`src/include/esgc_pkg.sv`:
```
// esgc_pkg: constants for the echo suppression and gain control block
package esgc_pkg;
  // ==========================================
  // register map (index on the plain port)
  localparam int unsigned AW = 3;
  localparam int unsigned DW = 16;
  localparam logic [AW-1:0] REG_RXCTL  = 3'h0;
  localparam logic [AW-1:0] REG_TXCTL  = 3'h1;
  localparam logic [AW-1:0] REG_DETCTL = 3'h2;
  localparam logic [AW-1:0] REG_SUPCTL = 3'h3;
  localparam logic [AW-1:0] REG_STATUS = 3'h4;
  // ==========================================
  // field positions
  localparam int unsigned VOL_LSB   = 8;
  localparam int unsigned NGSEL_BIT = 4;
  localparam int unsigned RX_SUPPRESS_DETECT_THRESHOLD_LSB = 12;
  localparam int unsigned DTEN_BIT  = 0;
  localparam int unsigned DTTX_LSB  = 2;
  localparam int unsigned DTRX_LSB  = 4;
  localparam int unsigned TSATT_LSB = 6;
  localparam int unsigned TXTHD_LSB = 8;
  localparam int unsigned ST_NEAR   = 0;
  localparam int unsigned ST_FAR    = 1;
  localparam int unsigned ST_DT     = 2;
  localparam int unsigned ST_TXSUP  = 3;
  localparam int unsigned ST_RXSUP  = 4;
  localparam int unsigned ST_TXAGC  = 8;
  localparam int unsigned ST_RXAGC  = 12;
  // ==========================================
  // reset values
  localparam logic [3:0] VOL_RESET   = 4'ha;  // 0 dB
  localparam logic       NGSEL_RESET = 1'h1;  // guard off
  localparam logic [1:0] THD_RESET   = 2'h1;
  // ==========================================
  // gain law: code 0 is +30 dB, 3 dB per code
  localparam logic [3:0]  VOL_MUTE   = 4'hf;
  localparam logic [15:0] MANT_EVEN  = 16'h4000; // 1.0 in q14
  localparam logic [15:0] MANT_ODD   = 16'h2d41; // -3 dB in q14
  localparam logic [4:0]  GAIN_SHIFT = 5'h09;    // q14 minus 5 doublings
  localparam logic [2:0]  AGC_MAX    = 3'h7;
  localparam logic [2:0]  RX_SUPP_SH = 3'h4;     // 24 dB
  // ==========================================
  // detector
  localparam int unsigned ENV_SHIFT = 4;
  localparam logic [15:0] NF_RESET  = 16'h0010;
  localparam logic [15:0] NF_MAX    = 16'hffff;
  // ==========================================
  // timing
  localparam int unsigned CLK_MHZ      = 250;
  localparam int unsigned AGC_DECAY_MS = 30;
  localparam int unsigned AGC_DECAY_CYC =
    AGC_DECAY_MS * 1000 * CLK_MHZ;
endpackage : esgc_pkg

```
`src/verilog/esgc_top.sv`:
```
// esgc_top: echo suppression, double-talk loss, noise guard, volume
//
// Contract
// - receive path attenuated unless far-end speech is detected
// - steady receive input gets attenuated once noise floor catches up
// - two-bit field at reg 2 bits 13:12 sets rx detector threshold
// - double-talk loss in tx and/or rx when enabled
// - noise guard squelches tx unless near-end speech is detected
// - volume is digital gain in 3 dB steps, an overload saturates and steps agc loss up 6 dB
// - select 0: suppress when no near speech; 1: far only
// - engaged receive suppression attenuates by 24 dB
// - volume code spans +30 to -12 dB, code 1111 mutes
//
// Chosen here: the register offsets and strobed register access.
`timescale 1ns/1ps
module esgc_top #(
  parameter int unsigned DECAY_CYC = esgc_pkg::AGC_DECAY_CYC
) (
  input  wire logic        clk_sys,
  input  wire logic        reset_n,
  input  wire logic [2:0]  reg_addr,
  input  wire logic [15:0] reg_wdata,
  input  wire logic        reg_wr,
  input  wire logic        reg_rd,
  output logic      [15:0] reg_rdata,
  input  wire logic [15:0] tx_in_sample,
  input  wire logic        tx_in_valid,
  input  wire logic [15:0] rx_in_sample,
  input  wire logic        rx_in_valid,
  output logic      [15:0] tx_out_sample,
  output logic             tx_out_valid,
  output logic      [15:0] rx_out_sample,
  output logic             rx_out_valid
);
  // ==========================================
  // control registers
  logic [3:0] rx_volume_level_q;
  logic [3:0] tx_volume_level_q;
  logic       noise_guard_select_q;
  logic [1:0] rx_suppress_detect_threshold_q;
  logic       dt_enable_q;
  logic [1:0] dt_tx_loss_q;
  logic [1:0] dt_rx_loss_q;
  logic [1:0] tx_supp_att_q;
  logic [1:0] tx_detect_threshold_q;

  // write decode
  logic wr_rx;
  logic wr_tx;
  logic wr_det;
  logic wr_sup;
  assign wr_rx  = reg_wr && reg_addr == esgc_pkg::REG_RXCTL;
  assign wr_tx  = reg_wr && reg_addr == esgc_pkg::REG_TXCTL;
  assign wr_det = reg_wr && reg_addr == esgc_pkg::REG_DETCTL;
  assign wr_sup = reg_wr && reg_addr == esgc_pkg::REG_SUPCTL;

  localparam int unsigned VL  = esgc_pkg::VOL_LSB;
  localparam int unsigned NG  = esgc_pkg::NGSEL_BIT;
  localparam int unsigned RT  = esgc_pkg::RX_SUPPRESS_DETECT_THRESHOLD_LSB;
  localparam int unsigned DE  = esgc_pkg::DTEN_BIT;
  localparam int unsigned DTT = esgc_pkg::DTTX_LSB;
  localparam int unsigned DTR = esgc_pkg::DTRX_LSB;
  localparam int unsigned TA  = esgc_pkg::TSATT_LSB;
  localparam int unsigned TT  = esgc_pkg::TXTHD_LSB;

  // register storage
  always_ff @(posedge clk_sys or negedge reset_n) begin
    if (!reset_n) begin
      rx_volume_level_q              <= esgc_pkg::VOL_RESET;
      tx_volume_level_q              <= esgc_pkg::VOL_RESET;
      noise_guard_select_q           <= esgc_pkg::NGSEL_RESET;
      rx_suppress_detect_threshold_q <= esgc_pkg::THD_RESET;
      dt_enable_q                    <= 1'b0;
      dt_tx_loss_q                   <= 2'h0;
      dt_rx_loss_q                   <= 2'h0;
      tx_supp_att_q                  <= 2'h0;
      tx_detect_threshold_q          <= esgc_pkg::THD_RESET;
    end else begin
      if (wr_rx) begin
        rx_volume_level_q    <= reg_wdata[VL+3:VL];
        noise_guard_select_q <= reg_wdata[NG];
      end
      if (wr_tx)
        tx_volume_level_q <= reg_wdata[VL+3:VL];
      if (wr_det)
        rx_suppress_detect_threshold_q <= reg_wdata[RT+1:RT];
      if (wr_sup) begin
        dt_enable_q           <= reg_wdata[DE];
        dt_tx_loss_q          <= reg_wdata[DTT+1:DTT];
        dt_rx_loss_q          <= reg_wdata[DTR+1:DTR];
        tx_supp_att_q         <= reg_wdata[TA+1:TA];
        tx_detect_threshold_q <= reg_wdata[TT+1:TT];
      end
    end
  end

  // ==========================================
  // the two paths
  logic [15:0] tx_g_sample;
  logic        tx_g_valid;
  logic        near_speech;
  logic [2:0]  tx_agc;
  logic [15:0] rx_g_sample;
  logic        rx_g_valid;
  logic        far_speech;
  logic [2:0]  rx_agc;

  esgc_path #(.DECAY_CYC(DECAY_CYC)) u_tx (
    .clk_sys    (clk_sys),
    .reset_n    (reset_n),
    .in_sample  (tx_in_sample),
    .in_valid   (tx_in_valid),
    .vol_code   (tx_volume_level_q),
    .thr_code   (tx_detect_threshold_q),
    .out_sample (tx_g_sample),
    .out_valid  (tx_g_valid),
    .speech     (near_speech),
    .agc_att    (tx_agc)
  );

  esgc_path #(.DECAY_CYC(DECAY_CYC)) u_rx (
    .clk_sys    (clk_sys),
    .reset_n    (reset_n),
    .in_sample  (rx_in_sample),
    .in_valid   (rx_in_valid),
    .vol_code   (rx_volume_level_q),
    .thr_code   (rx_suppress_detect_threshold_q),
    .out_sample (rx_g_sample),
    .out_valid  (rx_g_valid),
    .speech     (far_speech),
    .agc_att    (rx_agc)
  );

  // ==========================================
  // suppression and double-talk decisions
  logic       dbl_talk;
  logic       tx_supp;
  logic       rx_supp;
  logic [2:0] tx_shift;
  logic [2:0] rx_shift;
  logic [2:0] tx_shift_q;
  logic [2:0] rx_shift_q;

  assign dbl_talk = dt_enable_q && near_speech && far_speech;
  assign tx_supp  = noise_guard_select_q ? (far_speech && !near_speech)
                                         : !near_speech;
  assign rx_supp  = !far_speech;
  assign tx_shift = dbl_talk ? 3'(dt_tx_loss_q)
                  : tx_supp  ? 3'(tx_supp_att_q) + 3'h1 : 3'h0;
  assign rx_shift = dbl_talk ? 3'(dt_rx_loss_q)
                  : rx_supp  ? esgc_pkg::RX_SUPP_SH : 3'h0;

  // output stage applies the loss to each sample
  always_ff @(posedge clk_sys or negedge reset_n) begin
    if (!reset_n) begin
      tx_out_sample <= 16'h0000;
      rx_out_sample <= 16'h0000;
      tx_out_valid  <= 1'b0;
      rx_out_valid  <= 1'b0;
      tx_shift_q    <= 3'h0;
      rx_shift_q    <= esgc_pkg::RX_SUPP_SH;
    end else begin
      tx_out_valid <= tx_g_valid;
      rx_out_valid <= rx_g_valid;
      if (tx_g_valid) begin
        tx_out_sample <= 16'($signed(tx_g_sample) >>> tx_shift);
        tx_shift_q    <= tx_shift;
      end
      if (rx_g_valid) begin
        rx_out_sample <= 16'($signed(rx_g_sample) >>> rx_shift);
        rx_shift_q    <= rx_shift;
      end
    end
  end

  // ==========================================
  // read mux, data only in the cycle after the strobe
  logic [15:0] rd_mux;
  logic [15:0] status;
  assign status = (16'(near_speech) << esgc_pkg::ST_NEAR)
                | (16'(far_speech)  << esgc_pkg::ST_FAR)
                | (16'(dbl_talk)    << esgc_pkg::ST_DT)
                | (16'(tx_supp)     << esgc_pkg::ST_TXSUP)
                | (16'(rx_supp)     << esgc_pkg::ST_RXSUP)
                | (16'(tx_agc)      << esgc_pkg::ST_TXAGC)
                | (16'(rx_agc)      << esgc_pkg::ST_RXAGC);
  assign rd_mux =
    (reg_addr == esgc_pkg::REG_RXCTL) ?
      (16'(rx_volume_level_q) << VL) | (16'(noise_guard_select_q) << NG) :
    (reg_addr == esgc_pkg::REG_TXCTL) ? 16'(tx_volume_level_q) << VL :
    (reg_addr == esgc_pkg::REG_DETCTL) ?
      16'(rx_suppress_detect_threshold_q) << RT :
    (reg_addr == esgc_pkg::REG_SUPCTL) ?
      (16'(dt_enable_q) << DE) | (16'(dt_tx_loss_q) << DTT)
      | (16'(dt_rx_loss_q) << DTR) | (16'(tx_supp_att_q) << TA)
      | (16'(tx_detect_threshold_q) << TT) :
    (reg_addr == esgc_pkg::REG_STATUS) ? status : 16'h0000;

  always_ff @(posedge clk_sys or negedge reset_n) begin
    if (!reset_n)
      reg_rdata <= 16'h0000;
    else
      reg_rdata <= reg_rd ? rd_mux : 16'h0000;
  end

  // ==========================================
  // checks
  rx_supp_a: assert property (@(posedge clk_sys) disable iff (!reset_n)
    rx_g_valid && !far_speech
    |=> rx_out_valid && rx_shift_q == esgc_pkg::RX_SUPP_SH)
    else $error("rx suppression not 24 dB");
  rx_open_a: assert property (@(posedge clk_sys) disable iff (!reset_n)
    rx_g_valid && far_speech && !dbl_talk |=> rx_shift_q == 3'h0)
    else $error("rx suppression held during far speech");
  ng_squelch_a: assert property (@(posedge clk_sys)
    disable iff (!reset_n)
    tx_g_valid && !noise_guard_select_q && !near_speech
    |=> tx_shift_q == $past(tx_supp_att_q) + 3'h1)
    else $error("noise guard did not squelch tx");
  ng_off_a: assert property (@(posedge clk_sys) disable iff (!reset_n)
    tx_g_valid && noise_guard_select_q && !far_speech && !near_speech
    |=> tx_shift_q == 3'h0)
    else $error("tx suppressed without far speech");
  dt_loss_a: assert property (@(posedge clk_sys) disable iff (!reset_n)
    tx_g_valid && dt_enable_q && near_speech && far_speech
    |=> tx_shift_q == 3'($past(dt_tx_loss_q)))
    else $error("double-talk tx loss wrong");
  dt_only_both_a: assert property (@(posedge clk_sys)
    disable iff (!reset_n)
    tx_g_valid && dt_enable_q && near_speech && !far_speech
    |=> tx_shift_q == 3'h0)
    else $error("double-talk loss without far speech");
  thr_read_a: assert property (@(posedge clk_sys)
    disable iff (!reset_n)
    reg_rd && reg_addr == esgc_pkg::REG_DETCTL && !reg_wr
    |=> reg_rdata[13:12] == $past(rx_suppress_detect_threshold_q))
    else $error("rx threshold readback wrong");
  rd_pulse_a: assert property (@(posedge clk_sys) disable iff (!reset_n)
    !reg_rd |=> reg_rdata == 16'h0000)
    else $error("read data outside its cycle");
endmodule : esgc_top

```
`src/verilog/esgc_path.sv`:
```
// esgc_path: speech detector plus agc backed volume for one path
`timescale 1ns/1ps
module esgc_path #(
  parameter int unsigned DECAY_CYC = esgc_pkg::AGC_DECAY_CYC
) (
  input  wire logic        clk_sys,
  input  wire logic        reset_n,
  input  wire logic [15:0] in_sample,
  input  wire logic        in_valid,
  input  wire logic [3:0]  vol_code,
  input  wire logic [1:0]  thr_code,
  output logic      [15:0] out_sample,
  output logic             out_valid,
  output logic             speech,
  output logic      [2:0]  agc_att
);
  // ==========================================
  // speech detector
  logic        [15:0] env_q;
  logic        [15:0] nf_q;
  logic        [15:0] mag;
  logic signed [16:0] diff;
  logic signed [16:0] step;
  logic        [19:0] thr_lvl;
  logic        [23:0] dec_q;

  localparam int unsigned ENV_SHIFT_C = esgc_pkg::ENV_SHIFT;

  // envelope follows magnitude, floor rises slowly
  assign mag     = in_sample[15] ? 16'(-in_sample) : in_sample;
  assign diff    = $signed({1'b0, mag}) - $signed({1'b0, env_q});
  assign step    = diff >>> ENV_SHIFT_C;
  assign thr_lvl = {4'h0, nf_q} << (3'(thr_code) + 3'h1);

  always_ff @(posedge clk_sys or negedge reset_n) begin
    if (!reset_n) begin
      env_q  <= 16'h0000;
      nf_q   <= esgc_pkg::NF_RESET;
      speech <= 1'b0;
    end else if (in_valid) begin
      env_q  <= 16'($signed({1'b0, env_q}) + step);
      speech <= {4'h0, env_q} > thr_lvl;
      if (env_q < nf_q)
        nf_q <= env_q;
      else if (nf_q != esgc_pkg::NF_MAX)
        nf_q <= nf_q + 16'h0001;
    end
  end

  // ==========================================
  // volume gain with peak limiting
  logic signed [31:0] prod;
  logic signed [31:0] scaled;
  logic        [4:0]  sh;
  logic               over;
  logic               mute;
  logic        [15:0] sat;

  assign mute   = vol_code == esgc_pkg::VOL_MUTE;
  assign prod   = $signed(in_sample) * $signed(vol_code[0] ?
                  esgc_pkg::MANT_ODD : esgc_pkg::MANT_EVEN);
  assign sh     = esgc_pkg::GAIN_SHIFT + 5'(vol_code[3:1]) + 5'(agc_att);
  assign scaled = prod >>> sh;
  assign over   = (scaled > 32'sh00007fff) || (scaled < -32'sh00008000);
  assign sat    = over ? (prod[31] ? 16'h8000 : 16'h7fff)
                       : scaled[15:0];

  // output register and agc attack/decay
  always_ff @(posedge clk_sys or negedge reset_n) begin
    if (!reset_n) begin
      out_sample <= 16'h0000;
      out_valid  <= 1'b0;
      agc_att    <= 3'h0;
      dec_q      <= 24'h000000;
    end else begin
      out_valid <= in_valid;
      if (in_valid)
        out_sample <= mute ? 16'h0000 : sat;
      if (in_valid && over && !mute) begin
        dec_q <= 24'h000000;
        if (agc_att != esgc_pkg::AGC_MAX)
          agc_att <= agc_att + 3'h1;
      end else if (dec_q == 24'(DECAY_CYC - 1)) begin
        dec_q <= 24'h000000;
        if (agc_att != 3'h0)
          agc_att <= agc_att - 3'h1;
      end else begin
        dec_q <= dec_q + 24'h000001;
      end
    end
  end

  // ==========================================
  // checks
  mute_out_a: assert property (@(posedge clk_sys) disable iff (!reset_n)
    in_valid && mute |=> out_valid && out_sample == 16'h0000)
    else $error("muted code let signal through");
  agc_attack_a: assert property (@(posedge clk_sys)
    disable iff (!reset_n)
    in_valid && over && !mute && agc_att != esgc_pkg::AGC_MAX
    |=> agc_att == $past(agc_att) + 3'h1)
    else $error("agc did not attack on overload");
  floor_rise_a: assert property (@(posedge clk_sys)
    disable iff (!reset_n)
    in_valid && env_q >= nf_q && nf_q != esgc_pkg::NF_MAX
    |=> nf_q == $past(nf_q) + 16'h0001)
    else $error("noise floor did not rise");
endmodule : esgc_path

```
`config.mk`:
```
export PLATFORM = sky130hd
export DESIGN_NAME = esgc_top
export DESIGN_NICKNAME = d
export VERILOG_FILES = /design/src/include/esgc_pkg.sv /design/src/verilog/esgc_top.sv /design/src/verilog/esgc_path.sv
export SDC_FILE = /design/constraint.sdc
export NUM_CORES = 1
export LEC_CHECK = 0
export ABC_AREA = 1
export CELL_PAD_IN_SITES_DETAIL_PLACEMENT = 1
export CELL_PAD_IN_SITES_GLOBAL_PLACEMENT = 1
export CORE_MARGIN = 1.5
export CORE_UTILIZATION = 52
export DETAILED_ROUTE_END_ITERATION = 7
export DONT_BUFFER_PORTS = 1
export GPL_TIMING_DRIVEN = 0
export PLACE_DENSITY_LB_ADDON = 0.05
export REMOVE_ABC_BUFFERS = 1
export SLEW_MARGIN = 20
export SYNTH_ARGS = -nofsm -noshare
export SYNTH_HDL_FRONTEND = slang
export SYNTH_HIERARCHICAL = 1
export SYNTH_SLANG_ARGS = --single-unit
```
`constraint.sdc`:
```
create_clock -name clk_sys -period 12.1 [get_ports clk_sys]
set_input_delay 0.605 -clock clk_sys [delete_from_list [all_inputs] [get_ports clk_sys]]
set_output_delay 0.605 -clock clk_sys [all_outputs]
set_load 0.01 [all_outputs]
```
==> results.md, run 1 <==
- The flow ran to the end, and the final reports show no timing, DRC or antenna violations.
- Counting tap cells, the placed design contains a total of 5225 instances.
- The number of core rows is 89.
- The startpoint identified for the worst hold timing path is tx_in_valid.
- The path class of the tightest hold or removal check is in -> reg.
- The via count of the first global-routing pass is around 30k.
- For hold timing, the worst endpoint is u_tx/out_valid$_DFF_PN0_.
- The endpoint arrival time on the critical path is 9.11 ns.
- The area growth from synthesis to layout is 5.25%.
- After the flow finishes, the layout carries non-filler instances totaling 5280.
- Of the post-synthesis cell area, the part taken by muxes is less than 1%.
- CTS built an H-tree with a depth of 1.
- The total count of hold-check failures in the final report is 0.
- Sequential elements use 18.1% of the synthesized area.
- The number of max-slew violations in the final report is 0.
- After clock tree synthesis, the clock-pin slew on the worst setup and hold paths is roughly 0.060 ns.
- The first global-routing pass estimated 159 mm of wire.
- For this configuration, the core starts out at a cell density of a little over half.
- After detailed routing, the average wire length per cell comes to 18.5 um.
- The critical path data required time is 12.57 ns.
- The number of buffers on the longest clock path is 3.
- The post-synthesis share of cell area spent on xor and xnor gates is 3.26%.
- TritonCTS built the clock tree.
- The number of cells traversed by the worst hold path is 0.
- The die covers 60800 um^2.
- The initial antenna violation count was 6.
- The library cell contributing the largest single delay on the critical path is dfrtp_1.
- The number of distinct library cell variants in the gate-level netlist after synthesis is 64.
- Setup repair after global routing left no endpoint under its margin.
- The startpoint identified for the worst register-to-register timing path is rx_volume_level_q[0]$_DFFE_PN0P_.
- Leaving out fill and tap cells, the most frequent cell in the layout is nand2_1.
- The clock latency at the later pin of the worst-skew pair is 0.58 ns.
- Summed over all layers, the global routing overflow is 0.
- Summing every instance area after synthesis gives between 30000 and 40000 um^2.
- The most used flip-flop cell after synthesis is dfrtp_1.
- The worst slew margin relative to its limit is around 32%.
- Counting flops with an async set or reset pin after synthesis yields a share of 100%.
- The launching element type of the critical path is a flop.
- The largest area contributor in the synthesized netlist is dfrtp_1.
- The internal reg-to-reg setup slack is approximately 3.5 ns.
- The synthesized netlist devotes 11.5% of its cell area to compound gates.
- The global-route usage over all layers is about a third.
- The synthesized design contains 223 register bits.
- The die is 247 um wide.
- The pin count of the biggest net entering global routing is between 200 and 250.
- STA classifies the critical path endpoint as a flop.
- The total wirelength of the detailed-routed design is 97.8 mm.
- The area share of the largest cell type after synthesis is 17.4%.
- Derived from the worst setup path, the maximum achievable clock frequency is 116 MHz.
- Counting stages on the worst path, the most repeated cell is nand2_1.
- The post-synthesis instance total is 4548.
- The highest cell delay on the worst timing path is 1.00 ns.
- The top cell types in the final layout, fill and taps aside, are 1206 x nand2_1, 809 x inv_1, 429 x nand3_1.
- At the end of the flow, the number of nets in the layout was approximately 5k.
- The boundary pin count is 107.
- The number of cells on the worst reg-to-reg path is 38.
- For this run, design rule violations remaining after detail routing come to 0.
- The number of vias per cell is 5.60.
- The number of DRC markers in iteration 0 is 1692.
- The total area inside the core boundary comes to 58800 um^2.
- The number of maximum-capacitance constraint violations is 0.
- In the post-synthesis netlist, the biggest area contributors are dfrtp_1 17%, nand2_1 15%, ha_1 14%, fa_1 11%, inv_1 9.9%.
- Of the cells placed in the final design, the portion with a size suffix greater than 1 is around 4.2%.
- The number of setup buffers added after CTS is 0.
- Counting the buffers created by CTS gives 27.
- The cell at the root of the clock tree is clkbuf_16.
- In this run the worst path has a maximum fanout of 30.
- For this run, the detailed router's first-pass iteration total came to 5.
- The critical path class is reg -> reg.
- The residual antenna-violating net count after detailed routing is 0.
- During placement, the flow inserted port buffers numbering 0.
- The total of endpoints with negative setup slack in the final report is 0.
- The synthesized netlist devotes 25.1% of its cell area to adder and majority cells.
- The count of flip-flops with a built-in enable after synthesis is 0.
- The total clock sinks is around 220.
- The via count of the routed design is around 30k.
- Summing the areas of all and, or, nand and nor instances in the mapped netlist gives 29.3% of the synthesized area.
- The clock skew after layout is 0.0335 ns.
- The total of cells resized after clock tree synthesis is 0.
- Dividing the synthesized area by the synthesized cell count gives 6.79 um^2.
- The minimum period implied by the final worst setup slack is 8.64 ns.
- The floorplan step set the die height to 247 um.
- By area, the combinational part of the netlist is dominated by simple AND/OR/NAND/NOR gates.
- The yosys synthesis warning count is 6.
- After layout, the worst path uses a little under three quarters of the clock period.
- The endpoint of the most critical register-to-register path is u_rx/agc_att[2]$_DFFE_PN0P_.
- The half-perimeter wire length after placement is 79.6 mm.
- At the pin with the least slew margin, the transition time is 1.02 ns.
- Adding up every negative setup slack in the final design gives 0 ns.
- The placer congestion estimate is 0.947.
[area by class of cell]
cell class              count  area (um^2)
fillers                  7973        26300
multi-input cells        3384        21700
flip-flops and latches    223         5590
inverters                 842         3170
well taps                 773          967
clock buffers              38          797
repair buffers              6          119
clock inverters             9         96.3
diodes                      5         12.5
[routing by layer]
layer / share of wire [%] / global-route usage [%] / vias up
li1: - / - / 14427
met1: 46 / 42.8 / 14479
met2: 48 / 55.6 / 500
met3: 3.7 / 3.57 / 149
met4: 2.8 / 8.61 / 0
met5: 0 / 0 / -
[flip-flops by register name, summed over array words and instances, names as in the netlist, 3 cells and up]
register / flops
u_tx/nf_q: 16
u_rx/agc_att: 3
u_rx/out_sample: 16
rx_volume_level_q: 4
rx_out_sample: 16
u_tx/agc_att: 3
u_tx/dec_q: 24
u_rx/dec_q: 24
u_tx/out_sample: 16
reg_rdata: 15
u_rx/env_q: 16
u_rx/nf_q: 16
tx_volume_level_q: 4
tx_out_sample: 16
u_tx/env_q: 16
[stage by stage]
step	cell area [um^2]	hold slack [ns]	utilization (%)	setup WS (ns)
after floorplan	30400	0.309	-	4.88
after global placement	31400	0.316	53.3	3.62
after detailed placement	31500	0.316	53.6	3.40
after CTS	32400	0.0274	55.2	3.38
after global routing	32500	0.0282	55.3	2.88
final	32500	0.0520	55.3	3.46
[worst max-delay path: cells and delay by family (launching register included)]
kind | cells | cell delay, ns
and+or+nand+nor | 21 | 2.65
DFF | 1 | 1.00
buffers and inverters | 7 | 0.73
AOI/OAI and AO/OA | 2 | 0.48
adders and majority gates | 8 | 3.69
[worst max path at each step]
stage / startpoint / end / slack [ns] / depth (start not counted)
floorplan: tx_volume_level_q[0]$_DFFE_PN0P_ / u_tx/agc_att[2]$_DFFE_PN0P_ / 4.88 / 41
global placement: tx_volume_level_q[0]$_DFFE_PN0P_ / u_tx/agc_att[2]$_DFFE_PN0P_ / 3.62 / 41
detailed placement: tx_volume_level_q[0]$_DFFE_PN0P_ / u_tx/agc_att[2]$_DFFE_PN0P_ / 3.40 / 38
CTS: tx_volume_level_q[0]$_DFFE_PN0P_ / u_tx/agc_att[2]$_DFFE_PN0P_ / 3.38 / 38
global route: rx_volume_level_q[0]$_DFFE_PN0P_ / u_rx/agc_att[2]$_DFFE_PN0P_ / 2.88 / 38
finish: rx_volume_level_q[0]$_DFFE_PN0P_ / u_rx/agc_att[2]$_DFFE_PN0P_ / 3.46 / 38
[logic make-up after synthesis]
family | count (synthesis)
XOR/XNOR | 115
multiplexers | 16
AND/OR/NAND/NOR | 2079
flip-flops | 223
adder cells (fa/ha/maj) | 519
AO/OA/AOI/OAI | 624
buffers and inverters | 967
other | 5
[repair_timing]
item | in CTS | in global routing
endpoints found under the hold margin | 223 | 85
endpoints found under the setup margin | 0 | 0
hold buffers | 1 | 1
[synthesized netlist by cell type, types with 16 or more instances]
library cell,instances
inv_2,22
nand3_1,429
o221ai_1,19
ha_1,353
nand4_1,46
dfrtp_1,214
o21ai_0,325
nor2_1,232
fa_1,166
buf_2,18
buf_1,17
clkbuf_1,78
nand2_2,22
o211ai_1,43
a31oi_1,18
nor4_1,16
o21bai_1,17
nand2_1,1206
inv_1,810
nor3_1,39
xor2_1,101
a21oi_1,147
Power of run 1 is not shown: default switching activity piles up to over one toggle a cycle in this logic, so the estimate is an artifact.
==> run 2, diff against run 1 <==
ABC_AREA = 0   (was 1)
CORE_UTILIZATION = 51   (was 52)
clock period = 8.95 ns   (was 12.1 ns; I/O delays follow)
==> results.md, run 2 <==
- The final hold slack is 0.0249 ns (was 0.0520 ns).
- The clock skew after layout is 0.0567 ns (was 0.0335 ns).
- The wire length per cell after detailed routing is 22.7 um (was 18.5 um).
- The area of the mapped netlist is 30900 um^2 (about the same).
- The area share of the largest cell type after synthesis came to 17.3% (was 17.4%).
- The post-synthesis instance total is 3728 (was 4548).
- The area growth from synthesis to layout was 8.06% (was 5.25%).
- Registers with the highest flip-flop counts: u_rx/dec_q (24), u_tx/dec_q (24) (unchanged).
- The via count of the routed design is 27.9k (was 29.6k).
- The number of DRC markers in iteration 0 is 1660 (was 1692).
- The number of distinct library cell variants in the gate-level netlist after synthesis is 108 (was 64).
- The total clock sinks is 223 (unchanged).
- The minimum period implied by the final worst setup slack is 8.69 ns (was 8.64 ns).
- The number of detailed-route iterations in the first pass was 6 (was 5).
- The most numerous cell on the critical path is fa_1 (was nand2_1).
- The cell at the root of the clock tree was clkbuf_16 (unchanged).
- The count of flip-flops with a built-in enable after synthesis is 0 (unchanged).
- The internal reg-to-reg setup slack was 0.26 ns (was 3.46 ns).
- The total of endpoints with negative setup slack in the final report is 0 (unchanged).
- The number of core rows is 90 (was 89).
- The endpoint arrival time on the critical path is 9.12 ns (was 9.11 ns).
- The share of post-route cells with drive strength above 1 is 8.27% (was 4.20%).
- The residual antenna-violating net count after detailed routing was 0 (unchanged).
- The combined buffer and inverter count along the critical path is 3 (was 7).
- The post-CTS clock slew at the launch and capture registers of the worst setup and hold paths was 0.06 ns (about the same).
- The vertical die dimension is 249 um (was 247 um).
- The wire length of the first global-routing pass is 164 mm (was 159 mm).
- The number of maximum-capacitance constraint violations came to 0 (unchanged).
- The summed area of non-filler cells in the final layout is 33400 um^2 (was 32500 um^2).
- The count of buffers inserted at the top-level ports is 0 (unchanged).
- The placeable core region is 60100 um^2 (was 58800 um^2).
- The number of buffers created by CTS is 28 (was 27).
- The actual transition at the worst max-transition pin came to 1.11 ns (was 1.02 ns).
- The total wirelength of the detailed-routed design is 101 mm (was 97.8 mm).
- The most used standard cell by instance count after synthesis is inv_1 (was nand2_1).
- Main area contributors after synthesis: dfrtp_1 17%, ha_1 14%, fa_1 11%, inv_1 5.6%, mux2i_1 4.7% (was dfrtp_1 17%, nand2_1 15%, ha_1 14%, fa_1 11%, inv_1 9.9%).
- The final routed DRC violation total is 0 (unchanged).
- The proportion of register bits with asynchronous set or reset after synthesis is 100% (unchanged).
- Most frequent cells after synthesis: 458 x inv_1, 353 x ha_1, 319 x nand2_1 (was 1206 x nand2_1, 810 x inv_1, 429 x nand3_1).
- The final-stage net count is 4234 (was 5060).
- The peak fanout along the critical path is 11 (was 30).
- The H-tree depth is 1 (unchanged).
- The launching element type of the critical path is a flop (unchanged).
- The most used flip-flop cell after synthesis was dfrtp_1 (unchanged).
- The yosys synthesis warning count is 6 (unchanged).
- The number of buffers on the longest clock path is 3 (unchanged).
- The clock tree from TritonCTS is yes (unchanged).
- The placer congestion estimate was 0.929 (was 0.947).
- The average size of a mapped cell was 8.29 um^2 (was 6.79 um^2).
- The initial antenna violation count is 6 (unchanged).
- Status: complete, no violations (unchanged).
- The critical path data required time came to 9.38 ns (was 12.57 ns).
- The total count of hold-check failures in the final report is 0 (unchanged).
- The cell family contributing the most delay on the critical path is adder cells (unchanged).
- The pin count of the biggest net entering global routing is 224 (unchanged).
- The path category of the worst min-delay check is in -> reg (unchanged).
- The highest cell delay on the worst timing path was 0.61 ns (was 1.00 ns).
- The antenna cell count is 0 (was 5).
- The width of the die is 249 um (was 247 um).
- The ratio of final minimum period to clock period is 97.1% (was 71.4%).
- The leading cell type in the layout, fill and taps excluded is inv_1 (was nand2_1).
- The number of inserted filler cells in the final layout was 7196 (was 7973).
- The critical path class is reg -> reg (unchanged).
- The number of vias per cell is 6.25 (was 5.60).
- The die area is 62100 um^2 (was 60800 um^2).
- The via count of the first global-routing pass is 29.7k (was 30.7k).
- The largest area contributor in the synthesized netlist is dfrtp_1 (unchanged).
- The half-perimeter wire length after placement came to 78.1 mm (was 79.6 mm).
- The library cell contributing the largest single delay on the critical path is fa_1 (was dfrtp_1).
- The clock latency at the later pin of the worst-skew pair was 0.59 ns (was 0.58 ns).
- The number of flip-flops and latches in the synthesized netlist came to 223 (unchanged).
- The global-route usage over all layers was 32.4% (was 32.3%).
- The highest attainable clock frequency came to 115 MHz (was 116 MHz).
- The boundary pin count was 107 (unchanged).
- The number of max-slew violations in the final report is 0 (unchanged).
- The remaining global-route overflow is 0 (unchanged).
- The kind of end point of the critical path is a flop (unchanged).
- The worst slew margin relative to its limit was 25.8% (was 32.1%).
- The post-placement cell area is 31400 um^2 (was 31500 um^2).
- The portion of the post-synthesis area used by sequential elements was 18.1% (about the same).
- The initial cell density of the core is 51.4% (was 52.5%).
- Commonest cells after routing, fill and taps aside: 452 x inv_1, 336 x ha_1, 310 x nand2_1 (was 1206 x nand2_1, 809 x inv_1, 429 x nand3_1).
run 2: cell count changes after synthesis, moves of 50 or more:
| cell | change |
|---|---|
| o21ai_0 | -132 |
| nand3_1 | -338 |
| a21oi_1 | +85 |
| inv_1 | -352 |
| mux2i_1 | +134 |
| nand2_1 | -887 |
| xor2_1 | -50 |
| a211oi_1 | +58 |
| xnor2_1 | +93 |
| nor2_1 | +51 |
| a21o_1 | +63 |
run 2: repair_timing:
| action | 4_1_cts | 5_1_grt |
|---|---|---|
| endpoints found under the setup margin | 84 | 44 |
| buffers inserted | 8 | 16 |
| resized for setup | 44 | 90 |
| pin swaps | 2 | 13 |
| endpoints found under the hold margin | 276 | 88 |
| hold buffers | 16 | 1 |
| gates cloned | 2 | 0 |
run 2: area by class of cell:
class | count | area (um^2) | share of cell area, %
multi-input combinational | 2890 | 23500 | 70.5
sequential | 223 | 5600 | 16.8
inverter | 463 | 1750 | 5.23
clock buffer | 40 | 806 | 2.41
clock inverter | 10 | 144 | 0.431
timing repair inverter | 2 | 10.0 | 0.0300
timing repair buffer | 50 | 579 | 1.74
tap | 782 | 978 | 2.93
run 2: logic make-up (layout without fill, tap and decap cells):
logic type      Yosys count  count (layout)  synth area share [%]
flops                   223             223                  18.1
mux                     203             203                  7.47
fa+ha+maj               519             519                  25.1
simple gates           1042            1042                  16.0
xor+xnor                161             161                  4.66
buf+inv                 641             565                  8.12
compound gates          934             934                  20.5
other cells               5              31                0.0608
run 2: worst paths after layout:
check	startpoint	to	depth (start not counted)
worst min register to register	u_rx/dec_q[0]$_DFF_PN0_	u_rx/dec_q[0]$_DFF_PN0_	1
worst max register to register	tx_volume_level_q[0]$_DFFE_PN0P_	u_tx/agc_att[2]$_DFFE_PN0P_	27
worst max-delay path	tx_volume_level_q[0]$_DFFE_PN0P_	u_tx/agc_att[2]$_DFFE_PN0P_	27
worst min-delay path	tx_in_valid	u_tx/env_q[2]$_DFFE_PN0P_	2
max in group asynchronous	reset_n	u_rx/out_sample[9]$_DFFE_PN0P_	3
min in group asynchronous	reset_n	u_tx/nf_q[2]$_DFFE_PN0P_	2
run 2: stage by stage:
step / cells / TNS [ns] / util [%] / worst slack [ns]
finish: 4460 / 0 / 55.5 / 0.263
global route: 4460 / -0.0505 / 55.5 / -0.0465
CTS: 4442 / 0 / 54.5 / 0.000776
detailed placement: 4366 / -78.04 / 52.2 / -1.58
global placement: 4358 / -69.20 / 51.9 / -1.32
floorplan: 3576 / 0 / - / 0.508
run 2: routing by layer:
layer | part of all wire, % | GRT usage (%) | wire, um
met5 | 0.056 | 0 | 57
met4 | 3.1 | 8.83 | 3160
met2 | 50 | 58.2 | 50900
met1 | 42 | 41.0 | 42900
met3 | 4.3 | 3.61 | 4340
Power of run 2 is left out for the same reason.
